$ cat src/inc/rsc_consts.svh
`ifndef RSC_CONSTS_SVH
`define RSC_CONSTS_SVH
// register byte addresses
`define RSC_ADDR_STATUS    8'h00
`define RSC_ADDR_IRQ_STAT  8'h04
`define RSC_ADDR_IRQ_MASK  8'h08
`define RSC_ADDR_CTRL      8'h0c
// status bit positions
`define RSC_BIT_POR        0
`define RSC_BIT_PIN        1
`define RSC_BIT_LOWV       2
`define RSC_BIT_WDOG       3
// low supply level fuse codes
`define RSC_LVL_OFF        3'b111
`define RSC_LVL_1          3'b110
`define RSC_LVL_2          3'b101
`define RSC_LVL_3          3'b100
// stretch period per startup fuse code xor clock select bits 1:0, in microseconds
`define RSC_STRETCH_US_0   32'd4
`define RSC_STRETCH_US_1   32'd64
`define RSC_STRETCH_US_2   32'd4100
`define RSC_STRETCH_US_3   32'd65000
`define RSC_CLK_MHZ        32'd25
`define RSC_CYC(us)        ((us) * `RSC_CLK_MHZ)
// axi responses
`define RSC_RESP_OKAY      2'b00
`define RSC_RESP_SLVERR    2'b10
`endif

$ cat src/inc/rsc_pkg.sv
package rsc_pkg;
  typedef struct packed {
    logic       wdog;
    logic       lowv;
    logic       pin;
    logic       por;
  } rsc_cause_t;
  typedef enum logic [1:0] {
    RSC_ST_HOLD,
    RSC_ST_STRETCH,
    RSC_ST_RUN
  } rsc_state_t;
endpackage

$ cat src/hdl/rsc_reset_ctrl.sv
`timescale 1ns/1ps
// ============================================================
`include "rsc_consts.svh"

module rsc_reset_ctrl #(
  parameter int STRETCH_C0 = `RSC_CYC(`RSC_STRETCH_US_0),
  parameter int STRETCH_C1 = `RSC_CYC(`RSC_STRETCH_US_1),
  parameter int STRETCH_C2 = `RSC_CYC(`RSC_STRETCH_US_2),
  parameter int STRETCH_C3 = `RSC_CYC(`RSC_STRETCH_US_3),
  parameter int CNT_W      = 21
) (
  input  wire logic        clk_i,
  input  wire logic        sys_rst_i,
  input  wire logic        supply_ok_i,
  input  wire logic        reset_pin_n_i,
  input  wire logic        low_supply_i,
  input  wire logic        wdog_timeout_i,
  input  wire logic        wdog_enable_i,
  input  wire logic        wdog_irq_mode_i,
  input  wire logic [2:0]  low_supply_level_fuse_i,
  input  wire logic [1:0]  startup_time_fuse_i,
  input  wire logic [3:0]  clock_select_fuse_i,
  output logic             io_rst_o,
  output logic             core_rst_o,
  output logic             fetch_start_o,
  output logic [2:0]       low_supply_level_o,
  output logic             irq_o,
  input  wire logic [31:0] s_axi_awaddr,
  input  wire logic        s_axi_awvalid,
  output logic             s_axi_awready,
  input  wire logic [31:0] s_axi_wdata,
  input  wire logic [3:0]  s_axi_wstrb,
  input  wire logic        s_axi_wvalid,
  output logic             s_axi_wready,
  output logic [1:0]       s_axi_bresp,
  output logic             s_axi_bvalid,
  input  wire logic        s_axi_bready,
  input  wire logic [31:0] s_axi_araddr,
  input  wire logic        s_axi_arvalid,
  output logic             s_axi_arready,
  output logic [31:0]      s_axi_rdata,
  output logic [1:0]       s_axi_rresp,
  output logic             s_axi_rvalid,
  input  wire logic        s_axi_rready
);

  if (CNT_W < 2 || CNT_W > 31 || STRETCH_C3 >= (1 << CNT_W) || STRETCH_C0 < 1) begin : g_bad_cfg
    $error("rsc_reset_ctrl: stretch counts do not fit the counter");
  end

  // ============================================================
  // source synchronisers
  logic [1:0] por_s_r;
  logic [1:0] pin_s_r;
  logic [1:0] lowv_s_r;
  logic [1:0] wto_s_r;
  logic       wto_prev_r;

  always_ff @(posedge clk_i or posedge sys_rst_i) begin
    if (sys_rst_i) begin
      // idle levels, so sys_rst_i alone raises no cause event
      por_s_r  <= 2'h3;
      pin_s_r  <= 2'h3;
      lowv_s_r <= 2'h0;
      wto_s_r  <= 2'h0;
    end else begin
      por_s_r  <= {por_s_r[0], supply_ok_i};
      pin_s_r  <= {pin_s_r[0], reset_pin_n_i};
      lowv_s_r <= {lowv_s_r[0], low_supply_i};
      wto_s_r  <= {wto_s_r[0], wdog_timeout_i};
    end
  end

  always_ff @(posedge clk_i or posedge sys_rst_i) begin
    if (sys_rst_i) begin
      wto_prev_r <= 1'b0;
    end else begin
      wto_prev_r <= wto_s_r[1];
    end
  end

  // ============================================================
  // source combination
  logic lowv_en;
  logic async_src;
  logic por_act;
  logic pin_act;
  logic lowv_act;
  logic wdog_pulse;
  logic sync_src;

  assign lowv_en            = (low_supply_level_fuse_i != `RSC_LVL_OFF);
  assign low_supply_level_o = low_supply_level_fuse_i;

  assign async_src = !supply_ok_i || !reset_pin_n_i || (lowv_en && low_supply_i);

  assign por_act  = !por_s_r[1];
  assign pin_act  = !pin_s_r[1];
  assign lowv_act = lowv_en && lowv_s_r[1];
  assign wdog_pulse = wto_s_r[1] && !wto_prev_r && wdog_enable_i && !wdog_irq_mode_i;
  assign sync_src = por_act || pin_act || lowv_act || wdog_pulse;

  // ============================================================
  // delay counter
  function automatic logic [CNT_W-1:0] stretch_len(input logic [1:0] startup_time_fuse, input logic [3:0] cks);
    logic [1:0] sel;
    sel = startup_time_fuse ^ cks[1:0];
    case (sel)
      2'h0:    stretch_len = CNT_W'(STRETCH_C0);
      2'h1:    stretch_len = CNT_W'(STRETCH_C1);
      2'h2:    stretch_len = CNT_W'(STRETCH_C2);
      default: stretch_len = CNT_W'(STRETCH_C3);
    endcase
  endfunction

  rsc_pkg::rsc_state_t state_r;
  logic [CNT_W-1:0]    cnt_r;
  logic                fetch_r;

  always_ff @(posedge clk_i or posedge sys_rst_i) begin
    if (sys_rst_i) begin
      state_r <= rsc_pkg::RSC_ST_HOLD;
      cnt_r   <= '0;
    end else if (sync_src || async_src) begin
      state_r <= rsc_pkg::RSC_ST_HOLD;
      cnt_r   <= '0;
    end else begin
      case (state_r)
        rsc_pkg::RSC_ST_HOLD: begin
          state_r <= rsc_pkg::RSC_ST_STRETCH;
          cnt_r   <= stretch_len(startup_time_fuse_i, clock_select_fuse_i);
        end
        rsc_pkg::RSC_ST_STRETCH: begin
          if (cnt_r <= CNT_W'(1)) begin
            state_r <= rsc_pkg::RSC_ST_RUN;
          end
          cnt_r <= cnt_r - CNT_W'(1);
        end
        rsc_pkg::RSC_ST_RUN: begin
          cnt_r <= '0;
        end
        default: begin
          state_r <= rsc_pkg::RSC_ST_HOLD;
        end
      endcase
    end
  end

  // fetch start pulses for one cycle, in the same cycle as release
  always_ff @(posedge clk_i or posedge sys_rst_i) begin
    if (sys_rst_i) begin
      fetch_r <= 1'b0;
    end else begin
      fetch_r <= (state_r == rsc_pkg::RSC_ST_STRETCH) && (cnt_r <= CNT_W'(1)) && !sync_src && !async_src;
    end
  end

  // I/O defaults held while reset active
  // io reset asserted without the clock, except for a watchdog timeout
  assign io_rst_o      = sys_rst_i || async_src || (state_r != rsc_pkg::RSC_ST_RUN);
  assign core_rst_o    = io_rst_o;
  assign fetch_start_o = fetch_r;

  // ============================================================
  // axi4-lite slave
  logic        aw_ok_r;
  logic        w_ok_r;
  logic [7:0]  awaddr_r;
  logic [7:0]  wdata_r;
  logic        wr_go;
  logic        rd_go;
  logic        bad_wr;

  assign s_axi_awready = !aw_ok_r && !s_axi_bvalid;
  assign s_axi_wready  = !w_ok_r && !s_axi_bvalid;
  assign s_axi_arready = !s_axi_rvalid;
  assign wr_go         = aw_ok_r && w_ok_r && !s_axi_bvalid;
  assign rd_go         = s_axi_arvalid && s_axi_arready;

  function automatic logic addr_known(input logic [7:0] a);
    addr_known = (a == `RSC_ADDR_STATUS) || (a == `RSC_ADDR_IRQ_STAT) ||
                 (a == `RSC_ADDR_IRQ_MASK) || (a == `RSC_ADDR_CTRL);
  endfunction

  assign bad_wr = !addr_known(awaddr_r);

  always_ff @(posedge clk_i or posedge sys_rst_i) begin
    if (sys_rst_i) begin
      aw_ok_r  <= 1'b0;
      w_ok_r   <= 1'b0;
      awaddr_r <= 8'h00;
      wdata_r  <= 8'h00;
    end else begin
      if (s_axi_awvalid && s_axi_awready) begin
        aw_ok_r  <= 1'b1;
        awaddr_r <= s_axi_awaddr[7:0];
      end else if (wr_go) begin
        aw_ok_r <= 1'b0;
      end
      if (s_axi_wvalid && s_axi_wready) begin
        w_ok_r  <= 1'b1;
        // narrow registers: only byte lane 0 matters
        wdata_r <= s_axi_wstrb[0] ? s_axi_wdata[7:0] : 8'hff;
      end else if (wr_go) begin
        w_ok_r <= 1'b0;
      end
    end
  end

  always_ff @(posedge clk_i or posedge sys_rst_i) begin
    if (sys_rst_i) begin
      s_axi_bvalid <= 1'b0;
      s_axi_bresp  <= `RSC_RESP_OKAY;
    end else if (wr_go) begin
      s_axi_bvalid <= 1'b1;
      s_axi_bresp  <= bad_wr ? `RSC_RESP_SLVERR : `RSC_RESP_OKAY;
    end else if (s_axi_bready) begin
      s_axi_bvalid <= 1'b0;
    end
  end

  // ============================================================
  // cause flags and interrupt
  rsc_pkg::rsc_cause_t cause_r;
  rsc_pkg::rsc_cause_t ev;
  logic [3:0]          irq_st_r;
  logic [3:0]          irq_mask_r;
  logic                clr_cause;
  logic                clr_irq;
  logic [3:0]          ev_bits;

  assign ev.por   = por_act;
  assign ev.pin   = pin_act;
  assign ev.lowv  = lowv_act;
  assign ev.wdog  = wdog_pulse;
  assign ev_bits  = ev;
  assign clr_cause = wr_go && (awaddr_r == `RSC_ADDR_STATUS);
  assign clr_irq   = wr_go && (awaddr_r == `RSC_ADDR_IRQ_STAT);

  // cause flags survive sys_rst_i; only supply loss or a written zero clears them, and supply loss sets por
  // watchdog flag, cleared by powerup or zero
  // low supply flag, cleared by powerup or zero
  // pin flag, cleared by powerup or zero
  // powerup flag cleared only by zero
  always_ff @(posedge clk_i) begin
    if (ev.por) begin
      cause_r <= '{wdog: 1'b0, lowv: 1'b0, pin: 1'b0, por: 1'b1};
    end else begin
      cause_r.wdog <= ev.wdog || (cause_r.wdog && !(clr_cause && !wdata_r[`RSC_BIT_WDOG]));
      cause_r.lowv <= ev.lowv || (cause_r.lowv && !(clr_cause && !wdata_r[`RSC_BIT_LOWV]));
      cause_r.pin  <= ev.pin || (cause_r.pin && !(clr_cause && !wdata_r[`RSC_BIT_PIN]));
      cause_r.por  <= cause_r.por && !(clr_cause && !wdata_r[`RSC_BIT_POR]);
    end
  end

  always_ff @(posedge clk_i or posedge sys_rst_i) begin
    if (sys_rst_i) begin
      irq_st_r <= 4'h0;
    end else begin
      irq_st_r <= ev_bits | (irq_st_r & ~(clr_irq ? wdata_r[3:0] : 4'h0));
    end
  end

  always_ff @(posedge clk_i or posedge sys_rst_i) begin
    if (sys_rst_i) begin
      irq_mask_r <= 4'h0;
    end else if (wr_go && awaddr_r == `RSC_ADDR_IRQ_MASK) begin
      irq_mask_r <= wdata_r[3:0];
    end
  end

  assign irq_o = |(irq_st_r & irq_mask_r);

  // ============================================================
  // read path
  always_ff @(posedge clk_i or posedge sys_rst_i) begin
    if (sys_rst_i) begin
      s_axi_rvalid <= 1'b0;
      s_axi_rdata  <= 32'h0;
      s_axi_rresp  <= `RSC_RESP_OKAY;
    end else if (rd_go) begin
      s_axi_rvalid <= 1'b1;
      s_axi_rresp  <= `RSC_RESP_OKAY;
      case (s_axi_araddr[7:0])
        `RSC_ADDR_STATUS:   s_axi_rdata <= {28'h0, cause_r};
        `RSC_ADDR_IRQ_STAT: s_axi_rdata <= {28'h0, irq_st_r};
        `RSC_ADDR_IRQ_MASK: s_axi_rdata <= {28'h0, irq_mask_r};
        `RSC_ADDR_CTRL:     s_axi_rdata <= {24'h0, 1'b0, low_supply_level_fuse_i, 2'h0, state_r};
        default: begin
          s_axi_rdata <= 32'h0;
          s_axi_rresp <= `RSC_RESP_SLVERR;
        end
      endcase
    end else if (s_axi_rready) begin
      s_axi_rvalid <= 1'b0;
    end
  end

endmodule // rsc_reset_ctrl

$ cat config.mk
export PLATFORM = sky130hd
export DESIGN_NAME = rsc_reset_ctrl
export DESIGN_NICKNAME = d
export VERILOG_FILES = /design/src/inc/rsc_pkg.sv /design/src/hdl/rsc_reset_ctrl.sv
export VERILOG_INCLUDE_DIRS = /design/src /design/src/inc
export SDC_FILE = /design/constraint.sdc
export NUM_CORES = 1
export LEC_CHECK = 0
export BUFFER_PORTS_ARGS = -buffer_cell sky130_fd_sc_hd__buf_2
export CAP_MARGIN = 20
export CORE_AREA = 2 2 89 91
export CTS_BUF_LIST = sky130_fd_sc_hd__clkbuf_2
export CTS_CLUSTER_SIZE = 20
export DETAILED_ROUTE_END_ITERATION = 10
export DIE_AREA = 0 0 91 93
export PLACE_DENSITY = 0.9
export SYNTH_ARGS = -nofsm -noshare
export SYNTH_HDL_FRONTEND = slang
export SYNTH_SLANG_ARGS = --single-unit
$ cat constraint.sdc
create_clock -name clk_i -period 7.6 [get_ports clk_i]
set_input_delay 1.14 -clock clk_i [delete_from_list [all_inputs] [get_ports clk_i]]
set_output_delay 1.14 -clock clk_i [all_outputs]
set_load 0.03 [all_outputs]
# --- Word-level counts from Yosys, hierarchy flattened ---
# Cells that the tools add are included.
totals:
  reg_bits: 97
  word_cells: 134
  output_inout_bits: 48
op_classes:
  n_mux: 18
  reduce_logical: 72
  n_addsub: 1
  eq_ne: 14
  bitwise_logic: 5
  magnitude_cmp: 1
op_table:
  columns: ["op", "n"]
  rows:
  - ["one-hot mux 21 bit (3 select lines)", 2]
  - ["== test 8 x 4 -> 1 bit (second input constant)", 4]
  - ["one-hot mux 7 bit (4 select lines)", 1]
  - ["logical AND 1 bit", 26]
  - ["less-or-equal comparator 21 x 1 -> 1 bit (second input constant)", 1]
  - ["two-way mux 21 bit", 1]
  - ["subtractor 21 x 1 -> 21 bit (second input constant)", 1]
  - ["zero test 1 bit", 20]
  - ["== test 8 x 3 -> 1 bit (second input constant)", 2]
  - ["zero test 8 bit", 2]
  - ["logical OR 1 bit", 14]
  - ["AND 4 bit", 2]
  - ["two-way mux 2 bit", 4]
  - ["two-way mux 4 bit", 2]
  - ["nonzero test 2 bit", 4]
  - ["OR reduction 4 bit", 2]
  - ["two-way mux 1 bit", 7]
  - ["inequality test 3 bit (second input constant)", 2]
  - ["one-hot mux 2 bit (3 select lines)", 1]
  - ["== test 2 x 1 -> 1 bit (second input constant)", 2]
  - ["== test 2 bit (second input constant)", 2]
  - ["zero test 2 bit", 2]
  - ["inequality test 2 bit (second input constant)", 2]
  - ["NOT 4 bit", 1]
  - ["other kinds (4)", 4]

# --- Logic depth before layout (Yosys ltp) ---
# Gate-level depths: netlist of the first run.
logic_depth:
  ltp_word: 8
  mapped_depth: 8
  mapped_depth_nobuf: 7

# --- Worst setup path after synthesis of the first run ---
# No wires, ideal clock.
synth_path:
  kind: "input port to output port"
  start: "input port sys_rst_i"
  end: "output port io_rst_o"
  path_slack_ns: 3.224
  path_buffers: 1
  arrival_time_ns: 3.236
  cell_stages: 4
  cell_sequence: "inv_1 nand4_1 a21o_1 buf_4"
synth_between:
  elab_chain_cells: 2
synth_rtl:
  columns: ["element", "line", "rtl"]
  rows:
  - ["start: declaration", "rsc_reset_ctrl.sv:13", "input wire logic sys_rst_i,"]
  - ["logical OR 1 bit (2 in a row)", "rsc_reset_ctrl.sv:160", "assign io_rst_o = sys_rst_i || async_src || (state_r != rsc_pkg::RSC_ST_RUN);"]
  - ["end: declaration", "rsc_reset_ctrl.sv:23", "output logic io_rst_o,"]
# Every way passes these cells.

# --- Worst setup path after layout of the first run ---
layout_path:
  start: "input port sys_rst_i"
  end: "output port core_rst_o"
layout_between:
  elab_chain_cells: 2
layout_rtl:
  columns: ["element", "line", "rtl"]
  rows:
  - ["logical OR 1 bit (2 in a row)", "rsc_reset_ctrl.sv:160", null]
  - ["end: declaration", "rsc_reset_ctrl.sv:24", "output logic core_rst_o,"]
# Every way passes these cells.

==> results of run 1 <==
report_power, final:
group	switching [mW]	internal [mW]	total, mW
Combinational	0.141	0.0913	0.232
Sequential	0.0467	0.431	0.477
Clock	0.134	0.143	0.277
Total	0.322	0.665	0.987
cell type report:
class,instances,area (sq um),share of cell area (%)
clock buffer,10,50.0,1.21
clock inverter,6,111,2.70
tap,102,128,3.09
sequential,70,1740,42.0
timing repair buffer,65,335,8.12
inverter,14,52.6,1.27
multi-input combinational,271,1720,41.6
logic make-up (layout without fill, tap and decap cells):
family                     after synthesis  count (layout)  share of synthesized area, %
DFF                                     70              70                          47.0
muxes                                   17              17                          5.69
and+or+nand+nor                        117             117                          17.1
other                                    1              27                         0.101
buffers and inverters                   60              95                          9.34
AOI/OAI and AO/OA                       99              99                          17.6
xor gates and xnor gates                 5               5                          1.18
adders and majority gates                6               6                          2.03
cells in the final DEF, fill, tap and decap left out, types with 12 or more instances in the layout:
cell type   n
a21oi_1    22
inv_1      13
nand2_1    24
conb_1     27
nor3_1     15
dfrtp_1    62
nor2_1     34
buf_2      61
mux2_2     12
o21ai_0    30
Yosys cell counts, drive strengths merged, types with 6 or more instances:
master / n / area share [%]
a21oi: 24 / 3.5
a22o: 6 / 1.4
a31oi: 6 / 1.0
buf: 34 / 6.7
clkbuf: 12 / 1.2
dfrtp: 62 / 42
ha: 6 / 2.0
inv: 14 / 1.4
mux2: 12 / 3.7
nand2: 24 / 2.4
nand3: 8 / 1.2
nor2: 34 / 3.5
nor3: 17 / 2.4
nor4: 8 / 2.2
o21ai: 30 / 4.1
path summary, 6_finish.rpt:
check                            from             end  slack [ps]
max                         sys_rst_i      core_rst_o        3950
min reg2reg                wto_s_r[0]      wto_s_r[1]         350
max in group asynchronous   sys_rst_i  s_axi_bresp[1]        6220
min in group asynchronous   sys_rst_i   irq_mask_r[1]         840
max reg2reg                state_r[1]       cnt_r[20]        5200
min                        wto_s_r[0]      wto_s_r[1]         350
metrics by stage:
step	cell area [sq um]	utilization (%)	hold WS, ps	worst slack (ps)
6_report	4130	54.9	350	3950
3_3_place_gp	3970	52.7	332	3910
4_1_cts	4130	54.9	369	3890
2_1_floorplan	3790	-	331	3220
3_5_place_dp	3970	52.7	342	3890
5_1_grt	4130	54.9	377	3720
sequential cells by signal (all words and copies together) (netlist names), 2 cells and up:
register / flops
cause_r: 4
s_axi_rdata: 7
irq_st_r: 4
por_s_r: 2
wdata_r: 4
lowv_s_r: 2
cnt_r: 21
state_r: 2
awaddr_r: 8
irq_mask_r: 4
wto_s_r: 2
pin_s_r: 2
worst reg2reg max path: cells and delay by family, from the launching register on:
| kind | cells | cell delay, ps |
|---|---|---|
| and+or+nand+nor | 3 | 1190 |
| buffers and inverters | 1 | 100 |
| adders and majority gates | 1 | 340 |
| AOI/OAI and AO/OA | 1 | 240 |
| DFF | 1 | 460 |
layer usage:
metal	track usage [%]	share of wire (%)	up-vias
met2	35.1	50	120
li1	-	-	1395
met4	7.58	2.2	0
met1	22.4	41	1446
met5	0	0	-
met3	4.75	6.5	21
==> metrics.md, run 1 <==
| Metric | Value |
|---|---|
| Via count of the first global-routing pass | 3028 |
| Hold buffer count at cts | 0 |
| Number of placed instances with taps included | 522 |
| Antenna-violating nets left | 0 |
| Most repeated library cell on the critical path | buf_2 |
| Unrepaired setup endpoints after global routing | false |
| Total Power | 987 uW |
| Number of buffers created by CTS | 9 |
| Number of enable-type register cells in the synthesized netlist | 0 |
| Count of antenna diodes in the layout | 0 |
| Antenna violations before repair | 0 |
| Height of the die | 93 um |
| Post-layout net count | 559 |
| Clock net sink count | 70 |
| Worst min path class | reg2reg |
| F_max | 274 MHz |
| Total wirelength of the detailed-routed design | 7810 um |
| Final non-filler cell total | 538 |
| Sequential cell area fraction in the yosys report | 47.0% |
| Number of setup violations in the final report | 0 |
| Number of core rows | 32 |
| Post-synthesis sequential element count | 70 |
| Pwr dens | 239 mW/mm^2 |
| Max-cap violations | 0 |
| Data arrival time of the critical path | 2510 ps |
| Share of synthesized registers carrying an async set or reset | 94.3% |
| Layout Skew | 33.3 ps |
| List of cells traversed by the critical path | buf_2 -> inv_2 -> buf_4 -> nand4_1 -> a21o_1 -> buf_2 |
| Final hold violations | 0 |
| Worst R2R Path Depth | 6 |
| Worst Tran Pin Value | 1020 ps |
| HPWL after detailed placement | 5570 um |
| Via count | 2982 |
| Maximum fanout encountered on the critical timing path | 67 |
| Detail-routed net length per standard cell | 14.5 um |
| Number of optimization iterations in the first detailed-route pass | 5 |
| Gp weighted congestion | 0.835 |
| Worst-path clk slew | 210 ps |
| Startpoint types | input pin |
| Final number of max-transition violations | 0 |
| CTS root buffer | clkbuf_2 |
| Largest stage delay on the critical path | 620 ps |
| Violation count after the first detailed-route iteration | 175 |
| Minimum clock period after layout | 3650 ps |
| Capturing element type of the critical path | output pin |
| Die boundary width | 91 um |
| Outcome | finished, final reports clean |
| Delay-heaviest family, CP | buffers and inverters |
| Number of distinct standard cells referenced by the synthesized netlist | 60 |
| Worst voltage drop across the vdd grid | 102 uV |
| Clk_lat worst skew | 510 ps |
| Final period util | 48.1% |
| Remaining max-slew budget at the tightest pin | 31.4% |
| Count of pins on the block boundary | 170 |
| Required time at the endpoint of the critical path | 6460 ps |
| Worst setup path category | in2out |
| Die Area | 0.00846 sq mm |
| TritonCTS clock tree | done |
| Critical-path cell with the highest stage delay | buf_4 |
| Post-synthesis cell count | 375 |
| Initial core utilization | 49.1% |
| Filler Cell Count | 686 |
| DR DRC count | 0 |
| Wire length of the first global-routing pass | 13400 um |
| Standard cell core area | 0.00753 sq mm |
| Largest net degree at the start of global routing | 68 |
| Number of post-CTS setup repair buffers | 0 |
| Total standard cell area after synthesis | 0.00370 sq mm |
| Static Leak | 1.94 nW |
| Layout cell share with drive strength beyond 1 | 26.4% |
| Per-instance average area after synthesis | 9.86 sq um |
| Sum of negative setup slack | 0 ps |
| Cell count of the worst hold path | 0 |
| Resized cells post-CTS | 0 |
| Via-per-instance ratio | 5.54 |
| Most frequently used flop master after synthesis | dfrtp_1 |
| Overall global routing resource usage | 19.5% |
| Congestion Overflow GR | 0 |
| Number of buffers between clock root and the deepest sink | 2 |
| Worst path buffer plus inverter count | 4 |
| Path length in cells of the critical path | 6 |
| Layout-stage area growth over the synthesis result | 11.7% |
| Number of H-tree levels | 3 |
| Input/output buffers | 61 |
| Synthesis Warnings | 0 |
No activity file was read; power rests on OpenSTA's default activity.
==> run 2, diff against run 1 <==
--- a/config.mk
+++ b/config.mk
@@ -8,12 +8,12 @@
 export LEC_CHECK = 0
 export BUFFER_PORTS_ARGS = -buffer_cell sky130_fd_sc_hd__buf_2
 export CAP_MARGIN = 20
-export CORE_AREA = 2 2 89 91
+export CORE_AREA = 2 2 95 97
 export CTS_BUF_LIST = sky130_fd_sc_hd__clkbuf_2
 export CTS_CLUSTER_SIZE = 20
 export DETAILED_ROUTE_END_ITERATION = 10
-export DIE_AREA = 0 0 91 93
-export PLACE_DENSITY = 0.9
+export DIE_AREA = 0 0 97 99
+export PLACE_DENSITY = 0.84
 export SYNTH_ARGS = -nofsm -noshare
 export SYNTH_HDL_FRONTEND = slang
 export SYNTH_SLANG_ARGS = --single-unit
==> constraint.sdc (replaced) <==
create_clock -name clk_i -period 3.2 [get_ports clk_i]
set_input_delay 0.48 -clock clk_i [delete_from_list [all_inputs] [get_ports clk_i]]
set_output_delay 0.48 -clock clk_i [all_outputs]
set_load 0.03 [all_outputs]
==> run 2 against run 1 <==
Register-to-register slack worse by 4300 ps. Cell area rose by 0.15%. Sequential share of layout area shrank 0.064 points. Clock power grew 130%. Sequential cell count unchanged. Power grew 140%. Non-clock buffer count up 1. Clock skew fell by 5.7 ps. Worst setup slack lost 3100 ps. Via count grew 0.47%. Sequential power rose by 140%. Global-route usage down 2.7 points. Largest cell class unchanged.
==> metrics.md, run 2 (synthesized netlist as in run 1, its figures left out) <==
| Metric | Value |
|---|---|
| Worst R2R Path Depth | 6 |
| Resized cells post-CTS | 0 |
| Overall global routing resource usage | 16.8% |
| Pwr dens | 561 mW/mm^2 |
| Global Route met2 Usage | 29.2% |
| Die Area | 0.00960 sq mm |
| Largest register FFs | 21 |
| Unrepaired setup endpoints after global routing | false |
| Required time at the endpoint of the critical path | 2720 ps |
| Input/output buffers | 61 |
| Reg2Reg Launch Point | state_r[1] |
| Height of the die | 99 um |
| Path length in cells of the critical path | 5 |
| Static Leak | 1.94 nW |
| Gate power share | 23.5% |
| List of cells traversed by the critical path | inv_1 -> ha_1 -> nand4_1 -> a21o_1 -> buf_2 |
| Power spent charging and discharging nets | 748 uW |
| Total Power | 2.32 mW |
| Critical-path cell with the highest stage delay | dfrtp_1 |
| Gp weighted congestion | 0.901 |
| Clock net sink count | 70 |
| Number of buffers created by CTS | 9 |
| TritonCTS clock tree | done |
| Via-per-instance ratio | 5.50 |
| Standard cell core area | 0.00855 sq mm |
| CP startpoint | state_r[0] |
| Terminus of the critical flop-to-flop path | cnt_r[9] |
| Delay-heaviest family, CP | flip-flops |
| Worst Tran Pin Value | 841 ps |
| F_max | 427 MHz |
| DR DRC count | 0 |
| Minimum clock period after layout | 2340 ps |
| Antenna violations before repair | 0 |
| Switch share | 32.2% |
| Leading cell type in the layout, fill and taps excluded | dfrtp_1 |
| Clk pwr share | 27.8% |
| Worst hold slack after final layout | 71.1 ps |
| Final number of max-transition violations | 0 |
| Outcome | finished, final reports clean |
| Count of pins on the block boundary | 170 |
| Layout-stage area growth over the synthesis result | 11.9% |
| Sum of negative setup slack | 0 ps |
| Hold buffer count at cts | 0 |
| Via count of the first global-routing pass | 2889 |
| Layout Skew | 27.6 ps |
| Startpoint types | flip-flop |
| Data arrival time of the critical path | 1860 ps |
| Worst-path clk slew | 190 ps |
| Worst voltage drop across the vdd grid | 207 uV |
| Maximum fanout encountered on the critical timing path | 7 |
| Area of combinational cells with multiple inputs | 0.00171 sq mm |
| Initial core utilization | 43.2% |
| Number of core rows | 34 |
| Number of optimization iterations in the first detailed-route pass | 5 |
| Worst setup path category | reg2out |
| Count of antenna diodes in the layout | 0 |
| Clk_lat worst skew | 490 ps |
| Biggest registers after layout | cnt_r x21, awaddr_r x8, s_axi_rdata x7 |
| Register share of total power | 48.7% |
| Number of H-tree levels | 3 |
| Detail-routed net length per standard cell | 14.3 um |
| Number of buffers between clock root and the deepest sink | 2 |
| Commonest cells after routing, fill and taps aside | dfrtp_1, buf_2, nor2_1 |
| Worst min path class | in2reg |
| Violation count after the first detailed-route iteration | 172 |
| Via count | 2996 |
| Die boundary width | 97 um |
| Biggest register | cnt_r |
| Global-route track usage on met3 | 3.19% |
| Storage element area | 0.00174 sq mm |
| Worst path buffer plus inverter count | 2 |
| Internal Pwr Total | 1.57 mW |
| Layout cell share with drive strength beyond 1 | 26.1% |
| Wire length of the first global-routing pass | 13400 um |
| Antenna-violating nets left | 0 |
| Post-layout net count | 560 |
| Remaining max-slew budget at the tightest pin | 44.0% |
| Number of post-CTS setup repair buffers | 0 |
| Total wirelength of the detailed-routed design | 7790 um |
| Largest net degree at the start of global routing | 67 |
| Capturing element type of the critical path | output pin |
| Largest stage delay on the critical path | 470 ps |
| Number of setup violations in the final report | 0 |
| HPWL after detailed placement | 5570 um |
| Worst reg-to-reg setup slack | 870 ps |
| CTS root buffer | clkbuf_2 |
| Filler Cell Count | 812 |
| Most crowded layer after global routing | met2 |
| Worst setup path end | core_rst_o |
| Final period util | 73.2% |
| Congestion Overflow GR | 0 |
| GR Layer Usage met1 | 20.9% |
| Final hold violations | 0 |
| Max-cap violations | 0 |
## run 2: power by group through the flow
stage / clock network [mW] / registers, mW / logic (mW)
after floorplan: 0 / 1.14 / 0.431
after global placement: 0 / 1.14 / 0.535
after detailed placement: 0 / 1.15 / 0.550
after CTS: 0.661 / 1.13 / 0.550
after global routing: 0.697 / 1.15 / 0.593
final: 0.645 / 1.13 / 0.546
## run 2: routing by layer
| metal | part of all wire (%) | routed length [um] | up-vias |
|---|---|---|---|
| li1 | - | - | 1401 |
| met1 | 43 | 3350 | 1463 |
| met2 | 50 | 3870 | 113 |
| met3 | 5.5 | 432 | 19 |
| met4 | 1.8 | 141 | 0 |
| met5 | 0 | 0 | - |
## run 2: area by class of cell
| type | instances | area share (%) |
|---|---|---|
| clock buffers | 9 | 1.09 |
| clock inverters | 7 | 2.72 |
| inverters | 14 | 1.27 |
| multi-input cells | 271 | 41.4 |
| flip-flops and latches | 70 | 42.0 |
| well taps | 108 | 3.27 |
| repair buffers | 66 | 8.29 |
## run 2: worst min path at each step
| stage | cells past startpoint | end | startpoint | slack, ps |
|---|---|---|---|---|
| 2_1_floorplan | 0 | lowv_s_r[1] | lowv_s_r[0] | 330 |
| 3_3_place_gp | 0 | wto_s_r[1] | wto_s_r[0] | 330 |
| 3_5_place_dp | 0 | lowv_s_r[1] | lowv_s_r[0] | 340 |
| 4_1_cts | 1 | pin_s_r[0] | reset_pin_n_i | 30 |
| 5_1_grt | 1 | por_s_r[0] | supply_ok_i | 10 |
| 6_report | 1 | pin_s_r[0] | reset_pin_n_i | 70 |
## run 2: metrics by stage
| step | util [%] | instance area (sq um) | instances | worst slack [ps] |
|---|---|---|---|---|
| after floorplan | - | 3790 | 401 | 144 |
| after global placement | 46.5 | 3980 | 529 | 1120 |
| after detailed placement | 46.5 | 3980 | 529 | 944 |
| after CTS | 48.4 | 4140 | 545 | 831 |
| after global routing | 48.4 | 4140 | 545 | 683 |
| final | 48.4 | 4140 | 545 | 856 |
